## config.mk

```make
export PLATFORM = sky130hd
export DESIGN_NAME = mpt_monitor_pulse
export DESIGN_NICKNAME = d
export VERILOG_FILES = /design/src/common/mpt_pkg.sv /design/src/logic/mpt_divider.sv /design/src/logic/mpt_monitor_pulse.sv /design/src/logic/mpt_pulse_gen.sv
export SDC_FILE = /design/constraint.sdc
export NUM_CORES = 1
export LEC_CHECK = 0
export BUFFER_PORTS_ARGS = -buffer_cell sky130_fd_sc_hd__buf_4
export CAP_MARGIN = 20
export CORE_ASPECT_RATIO = 0.6
export CORE_MARGIN = 10
export CORE_UTILIZATION = 45
export CTS_CLUSTER_SIZE = 20
export DETAILED_ROUTE_END_ITERATION = 6
export GPL_TIMING_DRIVEN = 0
export HOLD_SLACK_MARGIN = 0.03
export PLACE_DENSITY = 0.58
export RECOVER_POWER = 50
export REMOVE_ABC_BUFFERS = 1
export SYNTH_ARGS = -nofsm -noshare
export SYNTH_HDL_FRONTEND = slang
export SYNTH_HIERARCHICAL = 1
export SYNTH_SLANG_ARGS = --single-unit
```

## constraint.sdc

```tcl
create_clock -name pclk -period 14 [get_ports pclk]
set_input_delay 2.8 -clock pclk [delete_from_list [all_inputs] [get_ports pclk]]
set_output_delay 2.8 -clock pclk [all_outputs]
set_load 0.03 [all_outputs]
```

## src/common/mpt_pkg.sv

```systemverilog
// Shared constants and types for the monitor pulse train block
package mpt_pkg;

    // ********************************************************
    // Clock and timing
    // ********************************************************
    localparam int CLK_PERIOD_NS = 10;
    localparam int CLK_HZ = 1_000_000_000 / CLK_PERIOD_NS;
    localparam int RATE_FULL_SCALE = 1440;
    localparam int RATE_MAX = 2400;
    // Pulse period at full scale, nearest whole cycle
    localparam int FULL_PERIOD_CYC = (CLK_HZ + RATE_FULL_SCALE / 2) / RATE_FULL_SCALE;
    // Shortest period, rounded up so the rate never passes the ceiling
    localparam int MAX_RATE_PERIOD_CYC = (CLK_HZ + RATE_MAX - 1) / RATE_MAX;
    localparam int CAL_STEP_NS = 1000;
    localparam int CAL_STEP_CYC = CAL_STEP_NS / CLK_PERIOD_NS;

    // ********************************************************
    // Widths
    // ********************************************************
    localparam int VAL_W = 16;
    localparam int CNT_W = 32;
    localparam int DIVD_W = CNT_W + VAL_W;
    localparam int SRC_W = 5;

    // ********************************************************
    // Register map
    // ********************************************************
    localparam logic [7:0] OFS_CTRL = 8'h00;
    localparam logic [7:0] OFS_FREQ_FS = 8'h04;
    localparam logic [7:0] OFS_CURR_FS = 8'h08;
    localparam logic [7:0] OFS_CAL = 8'h0C;
    localparam logic [7:0] OFS_STATUS = 8'h10;
    localparam logic [7:0] OFS_PERIOD = 8'h14;
    localparam int CTRL_SRC_LSB = 0;
    localparam int CTRL_WP_BIT = 8;
    localparam int ST_OUT_BIT = 0;
    localparam int ST_ADJ_BIT = 1;
    localparam int ST_CLAMP_BIT = 2;
    localparam int ST_ZERO_BIT = 3;

    // ********************************************************
    // Reset values and source codes
    // ********************************************************
    localparam logic [SRC_W-1:0] SRC_FREQ = 5'h01;
    localparam logic [SRC_W-1:0] SRC_CURR = 5'h02;
    localparam logic [SRC_W-1:0] SRC_REF = 5'h15;
    localparam logic [SRC_W-1:0] SRC_RST = SRC_FREQ;
    // Frequency in 0.01 Hz, 60 Hz
    localparam logic [VAL_W-1:0] FREQ_FS_RST = 16'h1770;
    // Current in 0.01 A, stands for the rated current
    localparam logic [VAL_W-1:0] CURR_FS_RST = 16'h0100;
    // Width in steps of CAL_STEP_NS
    localparam logic [VAL_W-1:0] CAL_RST = 16'h0064;
    localparam logic [VAL_W-1:0] CAL_MAX = 16'hFFFF;
    localparam logic [VAL_W-1:0] CAL_DIAL_STEP = 16'h0001;

    // ********************************************************
    // Types
    // ********************************************************
    typedef struct packed {
        logic [CNT_W-1:0] period;
        logic [CNT_W-1:0] width;
    } mpt_pulse_cfg_s;

    typedef struct packed {
        logic item_sel;
        logic set_key;
        logic dial_inc;
        logic dial_dec;
    } mpt_keypad_s;

    typedef enum logic {KP_IDLE, KP_ADJUST} mpt_kp_state_e;

endpackage

```

## src/logic/mpt_divider.sv

```systemverilog
// Sequential restoring divider for the period calculation
`timescale 1ns/1ps
module mpt_divider
    import mpt_pkg::*;
(
    // Clock and reset
    input wire logic pclk,
    input wire logic presetn,
    // Request
    input wire logic start,
    input wire logic [DIVD_W-1:0] dividend,
    input wire logic [VAL_W-1:0] divisor,
    // Result
    output logic busy,
    output logic done,
    output logic [DIVD_W-1:0] quotient
);
    import mpt_pkg::*;

    localparam logic [5:0] STEPS = 6'(DIVD_W);

    logic [VAL_W:0] rem_r;
    logic [VAL_W-1:0] dsr_r;
    logic [5:0] cnt_r;
    logic [VAL_W:0] shifted;

    assign shifted = {rem_r[VAL_W-1:0], quotient[DIVD_W-1]};
    assign busy = (cnt_r != 6'h00);

    always_ff @(posedge pclk or negedge presetn)
    begin
        if (!presetn)
        begin
            rem_r <= '0;
            dsr_r <= '0;
            cnt_r <= 6'h00;
            quotient <= '0;
            done <= 1'b0;
        end
        else
        begin
            done <= (cnt_r == 6'h01);
            if (start && !busy)
            begin
                rem_r <= '0;
                dsr_r <= divisor;
                quotient <= dividend;
                cnt_r <= STEPS;
            end
            else if (busy)
            begin
                cnt_r <= cnt_r - 6'h01;
                if (shifted >= {1'b0, dsr_r})
                begin
                    rem_r <= shifted - {1'b0, dsr_r};
                    quotient <= {quotient[DIVD_W-2:0], 1'b1};
                end
                else
                begin
                    rem_r <= shifted;
                    quotient <= {quotient[DIVD_W-2:0], 1'b0};
                end
            end
        end
    end
endmodule

```

## src/logic/mpt_monitor_pulse.sv

```systemverilog
// Monitor pulse train generator with APB registers and keypad trim
//
// Operation
// [RQ1] 1440 pulses/s at full-scale value
// [RQ2] Clamp pulse rate at 2400 pulses/s
// [RQ3] High time set by width calibration
// [RQ4] Period from frequency or current full scale
// [RQ5] Source code 21 gives fixed 1440/s
// [RQ6] Defaults: 60Hz gives 1440/s
// [RQ7] Defaults saturate at 100Hz and above
// [RQ8] Width trim accepted while drive runs
// [RQ9] Stopped trim for operation-independent sources
// [RQ10] Set enters trim, dial live, set commits
// [RQ11] Settings writable despite write protect
// [RQ12] Rate linear in monitored quantity
// [RQ13] Counted period, reload at pulse boundary
// [RQ14] Zero rate holds output low
//
// Chosen here: the placing of the registers and the APB slave port.
`timescale 1ns/1ps
module mpt_monitor_pulse
    import mpt_pkg::*;
#(
    parameter int FULL_PERIOD_CYC_P = FULL_PERIOD_CYC,
    parameter int MAX_RATE_PERIOD_CYC_P = MAX_RATE_PERIOD_CYC
)
(
    // Clock and reset
    input wire logic pclk,
    input wire logic presetn,
    // APB slave
    input wire logic psel,
    input wire logic penable,
    input wire logic pwrite,
    input wire logic [7:0] paddr,
    input wire logic [31:0] pwdata,
    output logic [31:0] prdata,
    output logic pready,
    output logic pslverr,
    // Monitored quantities and drive state
    input wire logic [mpt_pkg::VAL_W-1:0] mon_freq,
    input wire logic [mpt_pkg::VAL_W-1:0] mon_current,
    input wire logic drive_running,
    // Operator keypad
    input wire mpt_pkg::mpt_keypad_s keypad,
    // Meter output
    output logic monitor_pulse_out
);
    import mpt_pkg::*;

    localparam logic [CNT_W-1:0] FULL_P = CNT_W'(FULL_PERIOD_CYC_P);
    localparam logic [CNT_W-1:0] MINP_P = CNT_W'(MAX_RATE_PERIOD_CYC_P);
    localparam logic [CNT_W-1:0] STEP_P = CNT_W'(CAL_STEP_CYC);
    // Start cycle to result in calc_period_r: one load, one step per bit, one capture
    localparam int RESULT_LAT = DIVD_W + 2;

    logic [SRC_W-1:0] monitor_source_select_r;
    logic parameter_write_protect_r;
    logic [VAL_W-1:0] frequency_full_scale_r;
    logic [VAL_W-1:0] current_full_scale_r;
    logic [VAL_W-1:0] pulse_width_calibration_r;
    logic [VAL_W-1:0] adj_r;
    mpt_kp_state_e kp_r;
    logic [CNT_W-1:0] calc_period_r;
    logic calc_zero_r;
    logic req_zero_r;

    logic wr_en;
    logic setup;
    logic mapped;
    logic [31:0] rd_nxt;
    logic [VAL_W-1:0] sel_value;
    logic [VAL_W-1:0] sel_fs;
    logic div_start;
    logic div_busy;
    logic div_done;
    logic [DIVD_W-1:0] div_q;
    logic [CNT_W-1:0] period_sel;
    logic [CNT_W-1:0] width_raw;
    logic [VAL_W-1:0] cal_live;
    logic rate_nz;
    logic clamped;
    logic trim_allowed;
    logic commit;
    mpt_pulse_cfg_s cfg;

    // ********************************************************
    // APB decode
    // ********************************************************
    assign setup = psel && !penable;
    assign wr_en = psel && penable && pwrite;
    assign pready = psel && penable;
    assign mapped = (paddr == OFS_CTRL) || (paddr == OFS_FREQ_FS) || (paddr == OFS_CURR_FS)
                 || (paddr == OFS_CAL) || (paddr == OFS_STATUS) || (paddr == OFS_PERIOD);

    always_comb
    begin
        rd_nxt = 32'h0000_0000;
        case (paddr)
            OFS_CTRL:
            begin
                rd_nxt[CTRL_SRC_LSB +: SRC_W] = monitor_source_select_r;
                rd_nxt[CTRL_WP_BIT] = parameter_write_protect_r;
            end
            OFS_FREQ_FS: rd_nxt[VAL_W-1:0] = frequency_full_scale_r;
            OFS_CURR_FS: rd_nxt[VAL_W-1:0] = current_full_scale_r;
            OFS_CAL: rd_nxt[VAL_W-1:0] = pulse_width_calibration_r;
            OFS_STATUS:
            begin
                rd_nxt[ST_OUT_BIT] = monitor_pulse_out;
                rd_nxt[ST_ADJ_BIT] = (kp_r == KP_ADJUST);
                rd_nxt[ST_CLAMP_BIT] = clamped;
                rd_nxt[ST_ZERO_BIT] = !rate_nz;
            end
            OFS_PERIOD: rd_nxt = period_sel;
            default: rd_nxt = 32'h0000_0000;
        endcase
    end

    // Read data and error are captured in setup, so access needs no wait
    always_ff @(posedge pclk or negedge presetn)
    begin
        if (!presetn)
        begin
            prdata <= 32'h0000_0000;
            pslverr <= 1'b0;
        end
        else if (setup)
        begin
            prdata <= pwrite ? 32'h0000_0000 : rd_nxt;
            pslverr <= !mapped || (pwrite && (paddr == OFS_STATUS || paddr == OFS_PERIOD));
        end
    end

    // ********************************************************
    // Settings registers
    // ********************************************************
    // The write-protect bit is kept for software but never gates these
    always_ff @(posedge pclk or negedge presetn)
    begin
        if (!presetn)
        begin
            monitor_source_select_r <= SRC_RST;
            parameter_write_protect_r <= 1'b0;
            frequency_full_scale_r <= FREQ_FS_RST; // RQ6
            current_full_scale_r <= CURR_FS_RST;
        end
        else if (wr_en)
        begin
            case (paddr)
                OFS_CTRL:
                begin
                    monitor_source_select_r <= pwdata[CTRL_SRC_LSB +: SRC_W];
                    parameter_write_protect_r <= pwdata[CTRL_WP_BIT];
                end
                OFS_FREQ_FS: frequency_full_scale_r <= pwdata[VAL_W-1:0]; // RQ11
                OFS_CURR_FS: current_full_scale_r <= pwdata[VAL_W-1:0]; // RQ11
                default: ;
            endcase
        end
    end

    // ********************************************************
    // Keypad trim
    // ********************************************************
    // Reference output runs without the drive, so trim is allowed stopped
    assign trim_allowed = drive_running || (monitor_source_select_r == SRC_REF); // RQ8 RQ9
    assign commit = (kp_r == KP_ADJUST) && keypad.set_key;

    always_ff @(posedge pclk or negedge presetn)
    begin
        if (!presetn)
        begin
            kp_r <= KP_IDLE;
            adj_r <= CAL_RST;
        end
        else
        begin
            case (kp_r)
                KP_IDLE:
                begin
                    adj_r <= pulse_width_calibration_r;
                    if (keypad.item_sel && keypad.set_key && trim_allowed)
                        kp_r <= KP_ADJUST; // RQ10
                end
                KP_ADJUST:
                begin
                    if (keypad.set_key)
                        kp_r <= KP_IDLE;
                    else if (keypad.dial_inc && adj_r != CAL_MAX)
                        adj_r <= adj_r + CAL_DIAL_STEP; // RQ10
                    else if (keypad.dial_dec && adj_r != '0)
                        adj_r <= adj_r - CAL_DIAL_STEP; // RQ10
                end
                default: kp_r <= KP_IDLE;
            endcase
        end
    end

    always_ff @(posedge pclk or negedge presetn)
    begin
        if (!presetn)
            pulse_width_calibration_r <= CAL_RST;
        else if (commit)
            pulse_width_calibration_r <= adj_r; // RQ10
        else if (wr_en && paddr == OFS_CAL)
            pulse_width_calibration_r <= pwdata[VAL_W-1:0]; // RQ11
    end

    // ********************************************************
    // Period calculation
    // ********************************************************
    always_comb
    begin
        case (monitor_source_select_r)
            SRC_FREQ:
            begin
                sel_value = mon_freq;
                sel_fs = frequency_full_scale_r; // RQ4
            end
            SRC_CURR:
            begin
                sel_value = mon_current;
                sel_fs = current_full_scale_r; // RQ4
            end
            default:
            begin
                sel_value = '0;
                sel_fs = '0;
            end
        endcase
    end

    // Period = full-scale period * full scale / value, inverse of the rate
    assign div_start = !div_busy;

    mpt_divider u_div (
        .pclk(pclk),
        .presetn(presetn),
        .start(div_start),
        .dividend(DIVD_W'(FULL_P) * DIVD_W'(sel_fs)), // RQ1 RQ12
        .divisor(sel_value),
        .busy(div_busy),
        .done(div_done),
        .quotient(div_q)
    );

    always_ff @(posedge pclk or negedge presetn)
    begin
        if (!presetn)
        begin
            req_zero_r <= 1'b1;
            calc_zero_r <= 1'b1;
            calc_period_r <= '0;
        end
        else
        begin
            if (div_start)
                req_zero_r <= (sel_value == '0);
            if (div_done)
            begin
                calc_zero_r <= req_zero_r;
                calc_period_r <= (div_q[DIVD_W-1:CNT_W] != '0) ? '1 : div_q[CNT_W-1:0];
            end
        end
    end

    // A stale result lasts one divide, about fifty cycles
    assign clamped = (monitor_source_select_r != SRC_REF) && (calc_period_r < MINP_P);
    assign rate_nz = (monitor_source_select_r == SRC_REF) || !calc_zero_r; // RQ14

    always_comb
    begin
        if (monitor_source_select_r == SRC_REF)
            period_sel = FULL_P; // RQ5
        else if (clamped)
            period_sel = MINP_P; // RQ2 RQ7
        else
            period_sel = calc_period_r;
    end

    // ********************************************************
    // Width and output
    // ********************************************************
    assign cal_live = (kp_r == KP_ADJUST) ? adj_r : pulse_width_calibration_r; // RQ10
    assign width_raw = CNT_W'(cal_live) * STEP_P;
    assign cfg.period = period_sel;
    assign cfg.width = (width_raw >= period_sel) ? period_sel - 32'h0000_0001 : width_raw; // RQ3

    mpt_pulse_gen u_gen (
        .pclk(pclk),
        .presetn(presetn),
        .enable(rate_nz),
        .cfg(cfg),
        .pulse_out(monitor_pulse_out)
    );

    // ********************************************************
    // Checks
    // ********************************************************
    property p_ref_rate;
        @(posedge pclk) disable iff (!presetn)
            (monitor_source_select_r == SRC_REF) |-> (cfg.period == FULL_P && rate_nz);
    endproperty
    a_ref_rate: assert property (p_ref_rate) else $error("reference source not at full-scale rate"); // RQ5

    property p_max_rate;
        @(posedge pclk) disable iff (!presetn) rate_nz |-> (cfg.period >= MINP_P);
    endproperty
    a_max_rate: assert property (p_max_rate) else $error("pulse rate above ceiling"); // RQ2

    property p_width_fits;
        @(posedge pclk) disable iff (!presetn) rate_nz |-> (cfg.width < cfg.period);
    endproperty
    a_width_fits: assert property (p_width_fits) else $error("width not below period"); // RQ3

    property p_full_scale;
        @(posedge pclk) disable iff (!presetn)
            (div_start && sel_value == sel_fs && sel_fs != '0) |-> ##RESULT_LAT (calc_period_r == FULL_P);
    endproperty
    a_full_scale: assert property (p_full_scale) else $error("full scale not at full-scale period"); // RQ1

    property p_dial_live;
        @(posedge pclk) disable iff (!presetn)
            (kp_r == KP_ADJUST && !keypad.set_key && keypad.dial_inc && adj_r != CAL_MAX)
            |=> (cal_live == $past(adj_r) + CAL_DIAL_STEP);
    endproperty
    a_dial_live: assert property (p_dial_live) else $error("dial did not change live width"); // RQ10

    property p_commit;
        @(posedge pclk) disable iff (!presetn)
            commit |=> (kp_r == KP_IDLE && pulse_width_calibration_r == $past(adj_r));
    endproperty
    a_commit: assert property (p_commit) else $error("set key did not commit width"); // RQ10

    property p_no_stop_trim;
        @(posedge pclk) disable iff (!presetn)
            (kp_r == KP_IDLE && !drive_running && monitor_source_select_r != SRC_REF) |=> (kp_r == KP_IDLE);
    endproperty
    a_no_stop_trim: assert property (p_no_stop_trim) else $error("trim entered while stopped"); // RQ9

    property p_wp_write;
        @(posedge pclk) disable iff (!presetn)
            (wr_en && paddr == OFS_FREQ_FS && parameter_write_protect_r)
            |=> (frequency_full_scale_r == $past(pwdata[VAL_W-1:0]));
    endproperty
    a_wp_write: assert property (p_wp_write) else $error("full scale write refused"); // RQ11
endmodule

```

## src/logic/mpt_pulse_gen.sv

```systemverilog
// Period and high-time counter that drives the pulse train
`timescale 1ns/1ps
module mpt_pulse_gen
    import mpt_pkg::*;
(
    // Clock and reset
    input wire logic pclk,
    input wire logic presetn,
    // Settings
    input wire logic enable,
    input wire mpt_pkg::mpt_pulse_cfg_s cfg,
    // Pulse output
    output logic pulse_out
);
    import mpt_pkg::*;

    logic [CNT_W-1:0] cnt_r;
    logic [CNT_W-1:0] period_r;
    logic [CNT_W-1:0] width_r;
    logic boundary;

    assign boundary = (cnt_r == '0);

    // ********************************************************
    // Counting
    // ********************************************************
    always_ff @(posedge pclk or negedge presetn)
    begin
        if (!presetn)
        begin
            cnt_r <= '0;
            period_r <= '0;
            width_r <= '0;
            pulse_out <= 1'b0;
        end
        else if (!enable)
        begin
            cnt_r <= '0;
            pulse_out <= 1'b0; // RQ14
        end
        else if (boundary)
        begin
            // New settings only here, so no pulse is cut short
            period_r <= cfg.period; // RQ13
            width_r <= cfg.width; // RQ3
            cnt_r <= cfg.period - 32'h0000_0001;
            pulse_out <= (cfg.width != '0);
        end
        else
        begin
            cnt_r <= cnt_r - 32'h0000_0001;
            pulse_out <= ((period_r - cnt_r) < width_r);
        end
    end

    property p_zero_low;
        @(posedge pclk) disable iff (!presetn) !enable |=> !pulse_out;
    endproperty
    a_zero_low: assert property (p_zero_low) else $error("pulse high while disabled"); // RQ14

    property p_hold_mid;
        @(posedge pclk) disable iff (!presetn)
            (enable && !boundary) |=> ($stable(period_r) && $stable(width_r));
    endproperty
    a_hold_mid: assert property (p_hold_mid) else $error("settings changed mid pulse"); // RQ13
endmodule

```

==> impl_metrics.json <==
{
  "unrepaired_setup_endpoints_after_global_routing": "no",
  "power.static_leakage_nw": 14.69,
  "report.final.hold_viol_count": 0,
  "dieWidth_microns": 331.2,
  "synth_edf_count": 0,
  "path_common_cell": "ha_1",
  "failed_checks": "max-capacitance violations, max-slew violations",
  "timing.fmax_mhz": 115.4,
  "grt_first_pass_wirelength_microns": 118500,
  "place.gp.congestion": 0.9060,
  "cap_viol_max_count": 5,
  "grt_max_degree": 116,
  "worst_path_max_delay_cell": "o21ai_0",
  "syn_area_sq_um": 26150,
  "placed_insts": 3535,
  "worst_pin_slew_ns": 5.851,
  "finalNonFillerCells": 3604,
  "setup_viol": 0,
  "setup_slack_ns": 5.334,
  "design.final.nets": 3247,
  "synthArstFlopShare": 1.000,
  "detail_route.wl_per_cell_microns": 20.81,
  "grt.overflow.total": 0,
  "worst_skew_pair.late_latency_ns": 0.58,
  "hold_path_class": "flop to flop",
  "synthesis.yosys.warnings": 6,
  "die_height_microns": 206.7,
  "fillCellCount": 5356,
  "synth_top_cell_by_area": "dfrtp_1",
  "postSynthRegisterBits": 322,
  "clk_pin_slew_ns": 0.07,
  "clock-sinks": 322,
  "drt_drc_violations_left": 0,
  "tritoncts": "yes",
  "num_vias": 21097,
  "outcome": "finished with violations",
  "synth_top_cells_by_area": "dfrtp_1, ha_1, fa_1",
  "regArea_sq_um": 8080,
  "postCtsResizedCells": 0,
  "cts_hold_buf": 0,
  "max-clock-path-buffers": 3,
  "cts_inserted_buffers": 37,
  "fin_tns_setup_ns": 0,
  "setup.worst_path.start_class": "flop",
  "grt_usage": 0.2138,
  "synthCells": 2716,
  "first_global_vias": 20536,
  "synth_top_cell_area_share": 0.2919,
  "min_period_over_period": 0.6190,
  "postSynthAreaPerCell_sq_um": 9.628,
  "cp_data_required_time_ns": 14.26,
  "post_cts.repair.setup_buffers": 0,
  "hpwl_microns": 57660,
  "worst_ir_drop_vdd_uv": 311.7,
  "max-slew-margin-rel": -2.901,
  "start_util": 0.4547,
  "drt_first_iter_violations": 1929,
  "seq_area_frac_synth": 0.3089,
  "first_pass_iters": 5,
  "worstPathMaxFanout": 43,
  "route.detailed.vias_per_inst": 5.854,
  "critPathArrivalTime_ns": 8.93,
  "grt_antenna_before_repair": 0,
  "layout.core_utilization": 0.5063,
  "post_route_cells_drive_above_1_share": 0.1186,
  "critical_path.endpoint_type": "flop",
  "top_level_ports": 117,
  "worst_path_largest_cell_delay_ns": 0.76,
  "ctsHtreeMaxLevel": 2,
  "place.port_buffers": 100,
  "core_area_sq_um": 57520,
  "post-route-min-period_ns": 8.666,
  "ys_dominant_reg_cell": "dfrtp_1",
  "worst-setup-path-type": "flop to flop",
  "yosys.cell_count.top_type": "dfrtp_1",
  "detailedPlace.worstSlack_ns": 5.633,
  "antenna-diode-count": 0,
  "yosys.cell_types.count": 107,
  "timing.clock.skew_ns": 0.03287,
  "fp.dieArea_sq_um": 68470,
  "multiInputGateArea_sq_um": 16750,
  "worst_hold_slack_ns": 0.4891,
  "routed_wirelength_microns": 75000,
  "pwr_density_cell_nw_per_um2": 189.9,
  "area_growth_pct": 11.36,
  "row_count": 68,
  "postRouteAntennaNets": 0,
  "clock-root-buffer": "clkbuf_16",
  "synth_common_cells": "dfrtp_1, ha_1, inv_1",
  "final-max-slew-violation-count": 292
}
-- sequential cells by signal, indices dropped and copies added (netlist names), 5 cells and up --
| signal | flops |
|---|---|
| adj_r | 16 |
| calc_period_r | 32 |
| current_full_scale_r | 16 |
| frequency_full_scale_r | 16 |
| monitor_source_select_r | 5 |
| prdata | 32 |
| pulse_width_calibration_r | 16 |
| u_div/cnt_r | 6 |
| u_div/dsr_r | 16 |
| u_div/quotient | 48 |
| u_div/rem_r | 16 |
| u_gen/cnt_r | 32 |
| u_gen/period_r | 32 |
| u_gen/width_r | 32 |
-- through the flow --
stage | total power, mW | cell area, sq um
floorplan | 3.497 | 25800
global placement | 4.259 | 27520
detailed placement | 4.431 | 28010
CTS | 5.520 | 29280
global route | 5.933 | 29120
finish | 5.529 | 29120
-- path summary, 6_finish.rpt --
kind	start	end	slack [ns]	cells past startpoint
worst max-delay path	kp_r$_DFF_PN0_	u_gen/pulse_out$_DFF_PN0_	5.33	28
max in group asynchronous	presetn	kp_r$_DFF_PN0_	5.91	1
worst min-delay path	u_div/quotient[17]$_DFFE_PN0P_	u_div/quotient[18]$_DFFE_PN0P_	0.49	2
worst min register to register	u_div/quotient[17]$_DFFE_PN0P_	u_div/quotient[18]$_DFFE_PN0P_	0.49	2
worst max register to register	kp_r$_DFF_PN0_	u_gen/pulse_out$_DFF_PN0_	5.33	28
min in group asynchronous	presetn	adj_r[4]$_DFFE_PN0P_	4.38	1
-- critical path: cells and delay by family (launching register included) --
family / cells / cell delay [ns]
AO/OA/AOI/OAI: 10 / 2.63
adder cells (fa/ha/maj): 5 / 1.78
AND/OR/NAND/NOR: 5 / 1.46
multiplexers: 2 / 0.80
buffers and inverters: 5 / 0.75
flip-flops: 1 / 0.53
XOR/XNOR: 1 / 0.35
-- cell families after synthesis --
kind of cell    synth area share
buf+inv                  0.05598
simple gates              0.1288
other cells            0.0001434
compound gates            0.1637
mux                       0.1092
fa+ha+maj                 0.1930
xor+xnor                 0.04019
flops                     0.3089
-- layer usage --
| metal | GRT usage | part of all wire | vias up |
|---|---|---|---|
| met3 | 0.03841 | 0.065 | 72 |
| met5 | 0 | 0 | - |
| li1 | - | - | 9947 |
| met1 | 0.3391 | 0.53 | 10446 |
| met2 | 0.2973 | 0.39 | 632 |
| met4 | 0.03484 | 0.013 | 0 |
-- report_power, final --
group | switching (mW) | internal, mW | leakage [nW] | total, mW
sequential | 0.123 | 1.05 | 4.05 | 1.17
clock | 0.450 | 0.611 | 0.632 | 1.06
combinational | 1.86 | 1.44 | 10.0 | 3.30
total | 2.43 | 3.10 | 14.7 | 5.53
-- cell type report --
| type | count | area share |
|---|---|---|
| flip-flops and latches | 322 | 0.2775 |
| well taps | 770 | 0.03308 |
| repair buffers | 127 | 0.03648 |
| clock buffers | 44 | 0.03441 |
| inverters | 263 | 0.03398 |
| clock inverters | 23 | 0.009323 |
| multi-input cells | 2055 | 0.5753 |
-- layout by cell type, fill, tap and decap left out, types with 25 or more instances in the layout --
cell | Yosys | layout
a21o_1 | 47 | 47
a21oi_1 | 172 | 172
a22o_1 | 60 | 60
and2_1 | 28 | 25
buf_4 | 1 | 86
clkbuf_16 | 0 | 37
conb_1 | 1 | 35
dfrtp_1 | 305 | 304
fa_1 | 74 | 74
ha_1 | 285 | 285
inv_1 | 259 | 258
mux2_1 | 69 | 69
mux2_2 | 90 | 90
mux2i_1 | 93 | 93
nand2_1 | 152 | 152
nand3_1 | 44 | 44
nand4_1 | 35 | 36
nor2_1 | 144 | 143
nor3_1 | 47 | 47
nor4_1 | 38 | 36
o21ai_0 | 108 | 115
o22a_1 | 34 | 34
xnor2_1 | 87 | 87
xor2_1 | 33 | 33
No activity file was read; power rests on OpenSTA's default activity.
